**src/hw/pwm_unit_pkg.sv**
```systemverilog
package pwm_unit_pkg;
	localparam int NUM_GEN = 3;
	localparam int NUM_OUT = 6;
	localparam int CNT_W = 16;
	localparam int DB_W = 12;
	localparam int EV_W = 6;
	localparam int CTL_W = 6;
	localparam int ADDR_W = 12;
	// Global register byte offsets
	localparam logic [11:0] OFS_CTL = 12'h000;
	localparam logic [11:0] OFS_SYNC = 12'h004;
	localparam logic [11:0] OFS_ENABLE = 12'h008;
	localparam logic [11:0] OFS_INVERT = 12'h00c;
	localparam logic [11:0] OFS_FAULT = 12'h010;
	localparam logic [11:0] OFS_INTEN = 12'h014;
	localparam logic [11:0] OFS_RIS = 12'h018;
	localparam logic [11:0] OFS_ISC = 12'h01c;
	localparam logic [11:0] OFS_STATUS = 12'h020;
	// Generator g sits at 0x040 * (g + 1); offsets within a generator
	localparam logic [5:0] GOFS_CTL = 6'h00;
	localparam logic [5:0] GOFS_INTEN = 6'h04;
	localparam logic [5:0] GOFS_RIS = 6'h08;
	localparam logic [5:0] GOFS_ISC = 6'h0c;
	localparam logic [5:0] GOFS_LOAD = 6'h10;
	localparam logic [5:0] GOFS_COUNT = 6'h14;
	localparam logic [5:0] GOFS_CMPA = 6'h18;
	localparam logic [5:0] GOFS_CMPB = 6'h1c;
	localparam logic [5:0] GOFS_GENA = 6'h20;
	localparam logic [5:0] GOFS_GENB = 6'h24;
	localparam logic [5:0] GOFS_DBCTL = 6'h28;
	localparam logic [5:0] GOFS_DBRISE = 6'h2c;
	localparam logic [5:0] GOFS_DBFALL = 6'h30;
	// Generator control fields
	localparam int CTL_EN = 0;
	localparam int CTL_UPDOWN = 1;
	localparam int CTL_DBG_RUN = 2;
	localparam int CTL_LOAD_SYNC = 3;
	localparam int CTL_CMPA_SYNC = 4;
	localparam int CTL_CMPB_SYNC = 5;
	// Event bits; action field of event e is bits [2e+1:2e]
	localparam int EV_ZERO = 0;
	localparam int EV_LOAD = 1;
	localparam int EV_AUP = 2;
	localparam int EV_ADN = 3;
	localparam int EV_BUP = 4;
	localparam int EV_BDN = 5;
	localparam logic [1:0] ACT_NONE = 2'h0;
	localparam logic [1:0] ACT_TOGGLE = 2'h1;
	localparam logic [1:0] ACT_LOW = 2'h2;
	localparam logic [1:0] ACT_HIGH = 2'h3;
	localparam int INTEN_FAULT = 16;
	localparam logic [31:0] RESET_VAL = 32'h0000_0000;
	localparam logic [1:0] RESP_OKAY = 2'h0;
endpackage

```
**src/hw/multi_generator_pwm_unit.sv**
```systemverilog
// Added by the designer: the AXI4-Lite slave port and the address map.
`timescale 1ns/1ps
// Contract
// - Three generators: counter, two comparators, generator, deadband
// - Down mode: load to zero, reload, repeat
// - Up/down mode: zero to load and back
// - Direction low in down mode, follows counting
// - One-cycle zero and load pulses
// - Match pulses, direction qualified in up/down
// - Match above load never pulses
// - Four or six events per mode
// - Compare events ignored on zero or load
// - Coinciding A/B: each output uses own
// - Per-event action: none, toggle, low, high
// - Dead-band off: outputs pass unchanged
// - Dead-band on: first output rising delayed
// - Second output inverted, delayed after fall
// - Any enabled event subset raises interrupt
// - Interrupts from raw counter events
// - Sync reset of chosen counters together
// - Immediate update applies at next zero
// - Sync update waits for request, then zero
// - Update mode chosen per generator
// - Per-output fault forcing, fault interrupt
// - Stall: run on, or stop at zero
// - Per-output pin enable and inversion
module multi_generator_pwm_unit (
	input wire logic i_clk,
	input wire logic i_rst,
	input wire logic [pwm_unit_pkg::ADDR_W-1:0] i_s_axi_awaddr,
	input wire logic i_s_axi_awvalid,
	output logic o_s_axi_awready,
	input wire logic [31:0] i_s_axi_wdata,
	input wire logic [3:0] i_s_axi_wstrb,
	input wire logic i_s_axi_wvalid,
	output logic o_s_axi_wready,
	output logic [1:0] o_s_axi_bresp,
	output logic o_s_axi_bvalid,
	input wire logic i_s_axi_bready,
	input wire logic [pwm_unit_pkg::ADDR_W-1:0] i_s_axi_araddr,
	input wire logic i_s_axi_arvalid,
	output logic o_s_axi_arready,
	output logic [31:0] o_s_axi_rdata,
	output logic [1:0] o_s_axi_rresp,
	output logic o_s_axi_rvalid,
	input wire logic i_s_axi_rready,
	input wire logic i_fault,
	input wire logic i_stall,
	output logic [pwm_unit_pkg::NUM_OUT-1:0] o_pwm,
	output logic [pwm_unit_pkg::NUM_GEN-1:0] o_gen_irq,
	output logic o_fault_irq
);
	import pwm_unit_pkg::*;

	function automatic logic [31:0] wmerge(input logic [31:0] old,
		input logic [31:0] data, input logic [3:0] strb);
		logic [31:0] r;
		r = old;
		for (int b = 0; b < 4; b++) begin
			if (strb[b]) begin
				r[8*b +: 8] = data[8*b +: 8];
			end
		end
		return r;
	endfunction

	// Generator index of an address, 2'h3 for the global page or beyond
	function automatic logic [1:0] gen_of(input logic [11:0] a);
		logic [1:0] r;
		r = 2'h3;
		if (a[11:8] == 4'h0 && a[7:6] != 2'h0) begin
			r = a[7:6] - 2'h1;
		end
		return r;
	endfunction

	function automatic logic apply_act(input logic [1:0] act,
		input logic v);
		logic r;
		r = v;
		case (act)
			ACT_TOGGLE: r = ~v;
			ACT_LOW: r = 1'b0;
			ACT_HIGH: r = 1'b1;
			default: r = v;
		endcase
		return r;
	endfunction

	////////////////////////////////////////////////////////////////////
	logic aw_hold, w_hold, wr_fire;
	logic [11:0] aw_addr;
	logic [31:0] w_data;
	logic [3:0] w_strb;
	logic [31:0] rd_val;
	logic [1:0] wr_gen;
	logic [5:0] wr_ofs;
	logic wr_glob;

	logic [2:0] fault_ff, stall_ff;
	logic fault_s, stall_s;

	logic [NUM_GEN-1:0] upd_armed, sync_rst;
	logic [NUM_OUT-1:0] out_en, out_inv, fault_en;
	logic [NUM_GEN-1:0] glob_ien;
	logic fault_ien, fault_ris;

	logic [CTL_W-1:0] gctl [NUM_GEN];
	logic [EV_W-1:0] gien [NUM_GEN];
	logic [EV_W-1:0] gris [NUM_GEN];
	logic [CNT_W-1:0] load_sh [NUM_GEN];
	logic [CNT_W-1:0] cmpa_sh [NUM_GEN];
	logic [CNT_W-1:0] cmpb_sh [NUM_GEN];
	logic [CNT_W-1:0] load_act [NUM_GEN];
	logic [CNT_W-1:0] cmpa_act [NUM_GEN];
	logic [CNT_W-1:0] cmpb_act [NUM_GEN];
	logic [2*EV_W-1:0] gena [NUM_GEN];
	logic [2*EV_W-1:0] genb [NUM_GEN];
	logic [NUM_GEN-1:0] db_en;
	logic [DB_W-1:0] db_rise [NUM_GEN];
	logic [DB_W-1:0] db_fall [NUM_GEN];
	logic [DB_W-1:0] cnt_r [NUM_GEN];
	logic [DB_W-1:0] cnt_f [NUM_GEN];

	logic [CNT_W-1:0] cnt [NUM_GEN];
	logic [NUM_GEN-1:0] dir, halted, gen_a, gen_b;
	logic [NUM_GEN-1:0] run, ev_zero;
	logic [NUM_GEN-1:0] upd_ld, upd_a, upd_b;
	logic [EV_W-1:0] ev [NUM_GEN];
	logic [CNT_W-1:0] eff_load [NUM_GEN];
	logic [NUM_GEN-1:0] next_gen_a, next_gen_b;
	logic [NUM_OUT-1:0] raw_out;

	////////////////////////////////////////////////////////////////////
	// AXI4-Lite slave: address and data taken in either order
	assign o_s_axi_awready = ~aw_hold;
	assign o_s_axi_wready = ~w_hold;
	assign o_s_axi_arready = ~o_s_axi_rvalid;
	assign o_s_axi_bresp = RESP_OKAY;
	assign o_s_axi_rresp = RESP_OKAY;
	assign wr_fire = aw_hold & w_hold & ~o_s_axi_bvalid;
	assign wr_gen = gen_of(aw_addr);
	assign wr_ofs = aw_addr[5:0];
	assign wr_glob = wr_fire & (aw_addr[11:6] == 6'h00);

	always_ff @(posedge i_clk) begin
		if (i_rst) begin
			aw_hold <= 1'b0;
			w_hold <= 1'b0;
			aw_addr <= 12'h000;
			w_data <= 32'h0000_0000;
			w_strb <= 4'h0;
			o_s_axi_bvalid <= 1'b0;
		end else begin
			if (i_s_axi_awvalid && !aw_hold) begin
				aw_hold <= 1'b1;
				aw_addr <= i_s_axi_awaddr;
			end
			if (i_s_axi_wvalid && !w_hold) begin
				w_hold <= 1'b1;
				w_data <= i_s_axi_wdata;
				w_strb <= i_s_axi_wstrb;
			end
			if (wr_fire) begin
				aw_hold <= 1'b0;
				w_hold <= 1'b0;
				o_s_axi_bvalid <= 1'b1;
			end else if (i_s_axi_bready) begin
				o_s_axi_bvalid <= 1'b0;
			end
		end
	end

	always_comb begin
		logic [1:0] g;
		logic [5:0] o;
		g = gen_of(i_s_axi_araddr);
		o = i_s_axi_araddr[5:0];
		rd_val = 32'h0000_0000;
		if (i_s_axi_araddr == OFS_CTL) begin
			rd_val[NUM_GEN-1:0] = upd_armed;
		end else if (i_s_axi_araddr == OFS_ENABLE) begin
			rd_val[NUM_OUT-1:0] = out_en;
		end else if (i_s_axi_araddr == OFS_INVERT) begin
			rd_val[NUM_OUT-1:0] = out_inv;
		end else if (i_s_axi_araddr == OFS_FAULT) begin
			rd_val[NUM_OUT-1:0] = fault_en;
		end else if (i_s_axi_araddr == OFS_INTEN) begin
			rd_val[NUM_GEN-1:0] = glob_ien;
			rd_val[INTEN_FAULT] = fault_ien;
		end else if (i_s_axi_araddr == OFS_RIS) begin
			for (int k = 0; k < NUM_GEN; k++) begin
				rd_val[k] = |(gris[k] & gien[k]);
			end
			rd_val[INTEN_FAULT] = fault_ris;
		end else if (i_s_axi_araddr == OFS_ISC) begin
			rd_val[NUM_GEN-1:0] = o_gen_irq;
			rd_val[INTEN_FAULT] = o_fault_irq;
		end else if (i_s_axi_araddr == OFS_STATUS) begin
			rd_val[0] = fault_s;
		end else if (g != 2'h3) begin
			if (o == GOFS_CTL) begin
				rd_val[CTL_W-1:0] = gctl[g];
			end else if (o == GOFS_INTEN) begin
				rd_val[EV_W-1:0] = gien[g];
			end else if (o == GOFS_RIS) begin
				rd_val[EV_W-1:0] = gris[g];
			end else if (o == GOFS_ISC) begin
				rd_val[EV_W-1:0] = gris[g] & gien[g];
			end else if (o == GOFS_LOAD) begin
				rd_val[CNT_W-1:0] = load_sh[g];
			end else if (o == GOFS_COUNT) begin
				rd_val[CNT_W-1:0] = cnt[g];
			end else if (o == GOFS_CMPA) begin
				rd_val[CNT_W-1:0] = cmpa_sh[g];
			end else if (o == GOFS_CMPB) begin
				rd_val[CNT_W-1:0] = cmpb_sh[g];
			end else if (o == GOFS_GENA) begin
				rd_val[2*EV_W-1:0] = gena[g];
			end else if (o == GOFS_GENB) begin
				rd_val[2*EV_W-1:0] = genb[g];
			end else if (o == GOFS_DBCTL) begin
				rd_val[0] = db_en[g];
			end else if (o == GOFS_DBRISE) begin
				rd_val[DB_W-1:0] = db_rise[g];
			end else if (o == GOFS_DBFALL) begin
				rd_val[DB_W-1:0] = db_fall[g];
			end
		end
	end

	always_ff @(posedge i_clk) begin
		if (i_rst) begin
			o_s_axi_rvalid <= 1'b0;
			o_s_axi_rdata <= 32'h0000_0000;
		end else if (i_s_axi_arvalid && !o_s_axi_rvalid) begin
			o_s_axi_rvalid <= 1'b1;
			o_s_axi_rdata <= rd_val;
		end else if (i_s_axi_rready) begin
			o_s_axi_rvalid <= 1'b0;
		end
	end

	////////////////////////////////////////////////////////////////////
	// Pin inputs: the first stage is read only by the second
	always_ff @(posedge i_clk) begin
		if (i_rst) begin
			fault_ff <= 3'h0;
			stall_ff <= 3'h0;
			fault_s <= 1'b0;
			stall_s <= 1'b0;
		end else begin
			fault_ff <= {fault_ff[1:0], i_fault};
			stall_ff <= {stall_ff[1:0], i_stall};
			if (fault_ff[1] == fault_ff[2]) begin
				fault_s <= fault_ff[2];
			end
			if (stall_ff[1] == stall_ff[2]) begin
				stall_s <= stall_ff[2];
			end
		end
	end

	////////////////////////////////////////////////////////////////////
	// Global registers
	always_ff @(posedge i_clk) begin
		logic [31:0] d;
		d = wmerge(RESET_VAL, w_data, w_strb);
		if (i_rst) begin
			out_en <= '0;
			out_inv <= '0;
			fault_en <= '0;
			glob_ien <= '0;
			fault_ien <= 1'b0;
			sync_rst <= '0;
			upd_armed <= '0;
			fault_ris <= 1'b0;
		end else begin
			sync_rst <= '0;
			if (wr_glob && aw_addr == OFS_SYNC) begin
				sync_rst <= d[NUM_GEN-1:0];
			end
			if (wr_glob && aw_addr == OFS_ENABLE) begin
				out_en <= d[NUM_OUT-1:0];
			end
			if (wr_glob && aw_addr == OFS_INVERT) begin
				out_inv <= d[NUM_OUT-1:0];
			end
			if (wr_glob && aw_addr == OFS_FAULT) begin
				fault_en <= d[NUM_OUT-1:0];
			end
			if (wr_glob && aw_addr == OFS_INTEN) begin
				glob_ien <= d[NUM_GEN-1:0];
				fault_ien <= d[INTEN_FAULT];
			end
			// A request written in the applying cycle stays armed
			upd_armed <= (upd_armed & ~ev_zero) |
				((wr_glob && aw_addr == OFS_CTL) ?
				d[NUM_GEN-1:0] : '0);
			if (fault_s) begin
				fault_ris <= 1'b1;
			end else if (wr_glob && aw_addr == OFS_ISC) begin
				fault_ris <= fault_ris & ~d[INTEN_FAULT];
			end
		end
	end

	////////////////////////////////////////////////////////////////////
	// Generator registers
	always_ff @(posedge i_clk) begin
		logic [31:0] d;
		d = wmerge(RESET_VAL, w_data, w_strb);
		if (i_rst) begin
			for (int k = 0; k < NUM_GEN; k++) begin
				gctl[k] <= '0;
				gien[k] <= '0;
				gris[k] <= '0;
				load_sh[k] <= '0;
				cmpa_sh[k] <= '0;
				cmpb_sh[k] <= '0;
				gena[k] <= '0;
				genb[k] <= '0;
				db_en[k] <= 1'b0;
				db_rise[k] <= '0;
				db_fall[k] <= '0;
			end
		end else begin
			for (int k = 0; k < NUM_GEN; k++) begin
				if (wr_fire && wr_gen == k[1:0]) begin
					if (wr_ofs == GOFS_CTL) gctl[k] <= d[CTL_W-1:0];
					if (wr_ofs == GOFS_INTEN) gien[k] <= d[EV_W-1:0];
					if (wr_ofs == GOFS_LOAD) load_sh[k] <= d[CNT_W-1:0];
					if (wr_ofs == GOFS_CMPA) cmpa_sh[k] <= d[CNT_W-1:0];
					if (wr_ofs == GOFS_CMPB) cmpb_sh[k] <= d[CNT_W-1:0];
					if (wr_ofs == GOFS_GENA) gena[k] <= d[2*EV_W-1:0];
					if (wr_ofs == GOFS_GENB) genb[k] <= d[2*EV_W-1:0];
					if (wr_ofs == GOFS_DBCTL) db_en[k] <= d[0];
					if (wr_ofs == GOFS_DBRISE) db_rise[k] <= d[DB_W-1:0];
					if (wr_ofs == GOFS_DBFALL) db_fall[k] <= d[DB_W-1:0];
				end
				// Raw events latch; a new event beats a clear
				gris[k] <= (gris[k] & ~((wr_fire && wr_gen == k[1:0] &&
					wr_ofs == GOFS_ISC) ? d[EV_W-1:0] : '0)) |
					ev[k];
			end
		end
	end

	////////////////////////////////////////////////////////////////////
	// Counter events and update decisions
	always_comb begin
		logic m_a, m_b, ud;
		m_a = 1'b0;
		m_b = 1'b0;
		ud = 1'b0;
		for (int k = 0; k < NUM_GEN; k++) begin
			ud = gctl[k][CTL_UPDOWN];
			run[k] = gctl[k][CTL_EN] & ~halted[k];
			ev_zero[k] = run[k] & (cnt[k] == '0);
			// Match beyond the load value never fires
			m_a = run[k] & (cnt[k] == cmpa_act[k]) &
				(cmpa_act[k] <= load_act[k]);
			m_b = run[k] & (cnt[k] == cmpb_act[k]) &
				(cmpb_act[k] <= load_act[k]);
			ev[k] = '0;
			ev[k][EV_ZERO] = ev_zero[k];
			ev[k][EV_LOAD] = run[k] & (cnt[k] == load_act[k]);
			ev[k][EV_AUP] = m_a & ud & dir[k];
			ev[k][EV_ADN] = m_a & ~(ud & dir[k]);
			ev[k][EV_BUP] = m_b & ud & dir[k];
			ev[k][EV_BDN] = m_b & ~(ud & dir[k]);
			upd_ld[k] = ev_zero[k] &
				(~gctl[k][CTL_LOAD_SYNC] | upd_armed[k]);
			upd_a[k] = ev_zero[k] &
				(~gctl[k][CTL_CMPA_SYNC] | upd_armed[k]);
			upd_b[k] = ev_zero[k] &
				(~gctl[k][CTL_CMPB_SYNC] | upd_armed[k]);
			eff_load[k] = upd_ld[k] ? load_sh[k] : load_act[k];
		end
	end

	always_ff @(posedge i_clk) begin
		if (i_rst) begin
			for (int k = 0; k < NUM_GEN; k++) begin
				load_act[k] <= '0;
				cmpa_act[k] <= '0;
				cmpb_act[k] <= '0;
			end
		end else begin
			for (int k = 0; k < NUM_GEN; k++) begin
				if (upd_ld[k]) load_act[k] <= load_sh[k];
				if (upd_a[k]) cmpa_act[k] <= cmpa_sh[k];
				if (upd_b[k]) cmpb_act[k] <= cmpb_sh[k];
			end
		end
	end

	////////////////////////////////////////////////////////////////////
	// Counters; a halted counter sits at zero and fires no events
	always_ff @(posedge i_clk) begin
		if (i_rst) begin
			cnt <= '{default: '0};
			dir <= '0;
			halted <= '0;
		end else begin
			for (int k = 0; k < NUM_GEN; k++) begin
				if (!stall_s) begin
					halted[k] <= 1'b0;
				end else if (ev_zero[k] && !gctl[k][CTL_DBG_RUN]) begin
					halted[k] <= 1'b1;
				end
				if (sync_rst[k]) begin
					cnt[k] <= '0;
					dir[k] <= 1'b0;
				end else if (stall_s && ev_zero[k] &&
					!gctl[k][CTL_DBG_RUN]) begin
					// No reload on the halting zero, so it parks at zero
					cnt[k] <= '0;
				end else if (run[k] && !gctl[k][CTL_UPDOWN]) begin
					dir[k] <= 1'b0;
					cnt[k] <= (cnt[k] == '0) ? eff_load[k] :
						cnt[k] - 16'h0001;
				end else if (run[k] && dir[k]) begin
					if (cnt[k] >= load_act[k]) begin
						dir[k] <= 1'b0;
						cnt[k] <= (cnt[k] == '0) ? '0 : cnt[k] - 16'h0001;
					end else begin
						cnt[k] <= cnt[k] + 16'h0001;
					end
				end else if (run[k]) begin
					if (cnt[k] == '0) begin
						dir[k] <= 1'b1;
						cnt[k] <= (eff_load[k] == '0) ? '0 : 16'h0001;
					end else begin
						cnt[k] <= cnt[k] - 16'h0001;
					end
				end
			end
		end
	end

	////////////////////////////////////////////////////////////////////
	// Signal generator
	always_comb begin
		logic za, zb, ev_a, ev_b;
		logic [1:0] act_a, act_b;
		za = 1'b0;
		zb = 1'b0;
		ev_a = 1'b0;
		ev_b = 1'b0;
		act_a = ACT_NONE;
		act_b = ACT_NONE;
		for (int k = 0; k < NUM_GEN; k++) begin
			za = gen_a[k];
			zb = gen_b[k];
			za = ev[k][EV_ZERO] ? apply_act(gena[k][1:0], za) : za;
			zb = ev[k][EV_ZERO] ? apply_act(genb[k][1:0], zb) : zb;
			za = ev[k][EV_LOAD] ? apply_act(gena[k][3:2], za) : za;
			zb = ev[k][EV_LOAD] ? apply_act(genb[k][3:2], zb) : zb;
			// Compare events lose to zero or load
			ev_a = (ev[k][EV_AUP] | ev[k][EV_ADN]) &
				~ev[k][EV_ZERO] & ~ev[k][EV_LOAD];
			ev_b = (ev[k][EV_BUP] | ev[k][EV_BDN]) &
				~ev[k][EV_ZERO] & ~ev[k][EV_LOAD];
			act_a = ev[k][EV_AUP] ? gena[k][5:4] : gena[k][7:6];
			if (!ev_a) begin
				act_a = ev[k][EV_BUP] ? gena[k][9:8] : gena[k][11:10];
			end
			act_b = ev[k][EV_BUP] ? genb[k][9:8] : genb[k][11:10];
			if (!ev_b) begin
				act_b = ev[k][EV_AUP] ? genb[k][5:4] : genb[k][7:6];
			end
			// Each output prefers its own comparator when both hit
			next_gen_a[k] = (ev_a | ev_b) ? apply_act(act_a, za) : za;
			next_gen_b[k] = (ev_a | ev_b) ? apply_act(act_b, zb) : zb;
		end
	end

	always_ff @(posedge i_clk) begin
		if (i_rst) begin
			gen_a <= '0;
			gen_b <= '0;
		end else begin
			gen_a <= next_gen_a;
			gen_b <= next_gen_b;
		end
	end

	////////////////////////////////////////////////////////////////////
	// Dead-band: counters saturate, so a shrunk delay still ends
	always_ff @(posedge i_clk) begin
		if (i_rst) begin
			cnt_r <= '{default: '0};
			cnt_f <= '{default: '0};
		end else begin
			for (int k = 0; k < NUM_GEN; k++) begin
				if (!gen_a[k]) begin
					cnt_r[k] <= '0;
				end else if (cnt_r[k] < db_rise[k]) begin
					cnt_r[k] <= cnt_r[k] + 12'h001;
				end
				if (gen_a[k]) begin
					cnt_f[k] <= '0;
				end else if (cnt_f[k] < db_fall[k]) begin
					cnt_f[k] <= cnt_f[k] + 12'h001;
				end
			end
		end
	end

	always_comb begin
		for (int k = 0; k < NUM_GEN; k++) begin
			raw_out[2*k] = db_en[k] ?
				(gen_a[k] & (cnt_r[k] >= db_rise[k])) : gen_a[k];
			raw_out[2*k+1] = db_en[k] ?
				(~gen_a[k] & (cnt_f[k] >= db_fall[k])) :
				gen_b[k];
		end
	end

	////////////////////////////////////////////////////////////////////
	// Output stage and interrupt lines
	always_ff @(posedge i_clk) begin
		if (i_rst) begin
			o_pwm <= '0;
		end else begin
			for (int i = 0; i < NUM_OUT; i++) begin
				o_pwm[i] <= out_en[i] & ((raw_out[i] &
					~(fault_en[i] & fault_s)) ^ out_inv[i]);
			end
		end
	end

	always_comb begin
		for (int k = 0; k < NUM_GEN; k++) begin
			o_gen_irq[k] = glob_ien[k] & (|(gris[k] & gien[k]));
		end
	end
	assign o_fault_irq = fault_ien & fault_ris;
endmodule

```
**config.mk**
```make
export PLATFORM = sky130hd
export DESIGN_NAME = multi_generator_pwm_unit
export DESIGN_NICKNAME = d
export VERILOG_FILES = /design/src/hw/pwm_unit_pkg.sv /design/src/hw/multi_generator_pwm_unit.sv
export SDC_FILE = /design/constraint.sdc
export NUM_CORES = 2
export LEC_CHECK = 0
export BUFFER_PORTS_ARGS = -buffer_cell sky130_fd_sc_hd__buf_4
export CORE_ASPECT_RATIO = 0.6
export CORE_MARGIN = 2
export CORE_UTILIZATION = 26
export CTS_BUF_LIST = sky130_fd_sc_hd__clkbuf_2 sky130_fd_sc_hd__clkbuf_4 sky130_fd_sc_hd__clkbuf_8
export DETAILED_ROUTE_END_ITERATION = 10
export MAX_ROUTING_LAYER = met4
export PLACE_DENSITY = 0.47
export RECOVER_POWER = 100
export SLEW_MARGIN = 25
export SYNTH_ARGS = -nofsm -noshare
export SYNTH_HDL_FRONTEND = slang
export SYNTH_SLANG_ARGS = --single-unit
```
**constraint.sdc**
```tcl
create_clock -name i_clk -period 4.3 [get_ports i_clk]
set_input_delay 0.43 -clock i_clk [delete_from_list [all_inputs] [get_ports i_clk]]
set_output_delay 0.43 -clock i_clk [all_outputs]
set_load 0.01 [all_outputs]
```
==> flow_metrics.env <==
export IMPL_outcome="finished, violations left"
export IMPL_violations="capacitance limit, slew limit"
export IMPL_synth_seq_cells=717
export IMPL_min_to="o_s_axi_rdata[1]"
export IMPL_die_area_mm2=0.1592
export IMPL_max_slew_margin_pct=-55.43
export IMPL_htreeDepth=3
export IMPL_nets=4632
export IMPL_cts_tree="yes"
export IMPL_setup_viol=0
export IMPL_worst_skew_pair_late_latency_ns=0.91
export IMPL_cp_data_arrival_time_ns=4.55
export IMPL_clock_sinks=717
export IMPL_r2r_end="cmpb_act[0][19]"
export IMPL_reg2reg_depth=5
export IMPL_fin_cells=6491
export IMPL_clock_skew_ns=0.07436
export IMPL_worstMarginPinSlew_ns=2.331
export IMPL_r2r_start="cnt[28]"
export IMPL_async_reset_ff_share_pct=0
export IMPL_die_x_um=513.8
export IMPL_final_core_util_pct=30.07
export IMPL_antenna_left=0
export IMPL_power_mw=17.31
export IMPL_synth_edf_count=468
export IMPL_pin_count=120
export IMPL_grt_max_degree=89
export IMPL_die_y_um=309.9
export IMPL_max_freq_mhz=244.7
export IMPL_hold_violations=0
export IMPL_grt_pass1_wl_mm=249.5
export IMPL_cts_root_buf="clkbuf_8"
export IMPL_cp_start_kind="flip-flop"
export IMPL_gp_congestion=0.9952
export IMPL_wire_per_inst_um=27.90
export IMPL_post_dp_hpwl_mm=140.6
export IMPL_routed_wl_mm=181.1
export IMPL_dpl_cell_count=6231
export IMPL_whs_path_depth=6
export IMPL_cts_buffers=112
export IMPL_final_cell_mix="468 x edfxtp_1, 448 x nor2_1, 335 x nand2_1, 249 x dfxtp_1, 232 x a21oi_1"
export IMPL_first_iter_violations=5154
export IMPL_drive_gt1_share_pct=9.614
export IMPL_synthFlopType="edfxtp_1"
export IMPL_netlist_area_mm2=0.04055
export IMPL_std_cell_rows=112
export IMPL_grt_antenna_before_repair=11
export IMPL_netlist_instances=4173
export IMPL_final_common_cell="edfxtp_1"
export IMPL_fin_crit_sh_pct=95.04
export IMPL_critPathMaxStageDelay_ns=1.03
export IMPL_endpoint_kind="flip-flop"
export IMPL_rsz0062_at_grt="false"
export IMPL_yosys_warnings=0
export IMPL_cp_common_cell="clkbuf_1"
export IMPL_required_ns=4.76
export IMPL_ir_drop_uv=257.2
export IMPL_hold_class="input pin to flip-flop"
export IMPL_worst_r2r_setup_slack_ns=0.21
export IMPL_cp_max_fo=16
export IMPL_fin_setup_tns_ns=0
export IMPL_hp_start="i_s_axi_araddr[4]"
export IMPL_via_count=35131
export IMPL_drc_errors=0
export IMPL_post_route_min_period_ns=4.087
export IMPL_start_util_pct=26.14
export IMPL_critical_path_class="flip-flop to flip-flop"
export IMPL_area_growth_pct=15.04
export IMPL_power_density_mw_per_mm2=371.2
export IMPL_grt_overflow=0
export IMPL_cap_violations=2
export IMPL_final_max_slew_viol_count=95
export IMPL_clk_pin_slew_ns=0.08
export IMPL_cellLeakagePower_nw=17.42
export IMPL_core_area_mm2=0.1551
export IMPL_vias_per_cell=5.412
export IMPL_avgSynthCellArea_um2=9.718
export IMPL_synth_cell_types=82
export IMPL_crit_slowest_cell="clkbuf_1"
export IMPL_cts_resized_gates=0
export IMPL_port_buffers=84
export IMPL_grt_use_total_pct=22.81
export IMPL_ctsLongestPathBuffers=3
export IMPL_yosysSeqAreaShare_pct=46.95
export IMPL_dr_pass1_iters=6
export IMPL_grt_pass1_vias=31741
export IMPL_crit_chain="nor4_1 -> nand4_1 -> clkbuf_1 -> o21bai_1 -> clkbuf_1"
## worst max path at each step
stage	from	endpoint
floorplan	i_s_axi_araddr[6]	o_s_axi_rdata[2]
global placement	load_act[0][31]	gen_b[1]
detailed placement	load_act[0][31]	gen_b[1]
CTS	load_act[0][31]	gen_b[1]
global route	load_act[0][31]	gen_b[1]
finish	cnt[28]	cmpb_act[0][19]
## report_power, final
part | switching, mW | internal [mW]
sequential | 0.443 | 7.63
combinational | 1.77 | 1.04
clock | 3.23 | 3.20
## area by class of cell
class                      count  area, um^2
timing repair buffer         276        2057
antenna                        8       20.02
tap                         2052        2567
multi-input combinational   3045       19940
fill                       16239      108500
clock buffer                 142        1798
clock inverter                70       550.5
inverter                     181       679.4
sequential                   717       19040
## sequential cells by signal (all words and copies together) (netlist names), 48 cells and up
| register | flops |
|---|---|
| cmpa_act | 48 |
| cmpb_act | 48 |
| cmpa_sh | 48 |
| cmpb_sh | 48 |
| load_act | 48 |
| cnt | 48 |
| load_sh | 48 |
## metal layers
metal | routed length (um) | global-route usage, %
met1 | 88940 | 35.93
met2 | 60930 | 25.32
met3 | 27940 | 9.492
met4 | 3315 | 4.231
met5 | 0 | -
## Yosys cell counts, types with 17 or more instances
cell,count,share of area (%)
a2111oi_0,17,0.37
a211oi_1,62,1.1
a21o_1,76,1.4
a21oi_1,234,2.9
a22oi_1,25,0.46
a31oi_1,22,0.34
and2_1,173,2.7
and3_1,46,0.71
buf_1,25,0.23
buf_4,20,0.37
clkbuf_1,188,1.7
dfxtp_1,249,12
edfxtp_1,468,35
ha_1,230,7.1
inv_1,179,1.7
mux2i_1,187,4.6
nand2_1,335,3.1
nand2b_1,25,0.39
nand3_1,89,1.1
nand4_1,79,1.2
nor2_1,448,4.1
nor2b_1,40,0.62
nor3_1,91,1.1
nor3b_1,22,0.41
nor4_1,67,1.0
o211ai_1,73,1.4
o21a_1,26,0.48
o21ai_0,182,2.2
o221ai_1,22,0.48
o22ai_1,36,0.56
or3_1,41,0.63
or4_1,17,0.31
xnor2_1,84,1.8
xor2_1,103,2.2
## worst max-delay path, delay by kind of cell, from the launching register on
family | cells | cell delay [ns]
buffers and inverters | 2 | 1.64
AND/OR/NAND/NOR | 2 | 1.19
flip-flops | 1 | 0.51
AO/OA/AOI/OAI | 1 | 0.31
## through the flow
| step | hold slack [ns] | cell area, um^2 | setup slack, ns |
|---|---|---|---|
| detailed placement | 0.4116 | 44150 | 0.5473 |
| CTS | 0.1156 | 46900 | 0.4644 |
| finish | 0.2030 | 46650 | 0.2135 |
| global placement | 0.4124 | 44150 | 0.5688 |
| global route | 0.2128 | 46640 | 0.1383 |
| floorplan | 0.3985 | 40620 | 0.7590 |
## cells by family (layout without fill, tap and decap cells)
group	after synthesis	count (layout)	synth area share (%)
other	1	27	0.009248
AO/OA/AOI/OAI	879	879	14.00
adder cells (fa/ha/maj)	230	230	7.097
multiplexers	204	204	5.116
AND/OR/NAND/NOR	1526	1526	18.56
flip-flops	717	717	46.95
XOR/XNOR	187	187	4.039
buffers and inverters	429	669	4.233
## timing repair
| action | CTS | global route |
|---|---|---|
| endpoints found under the setup margin | 0 | 0 |
| hold endpoints to repair | 65 | 0 |
| buffers inserted | 0 | 0 |
| hold buffers | 40 | 0 |
No activity file was read; power rests on OpenSTA's default activity.
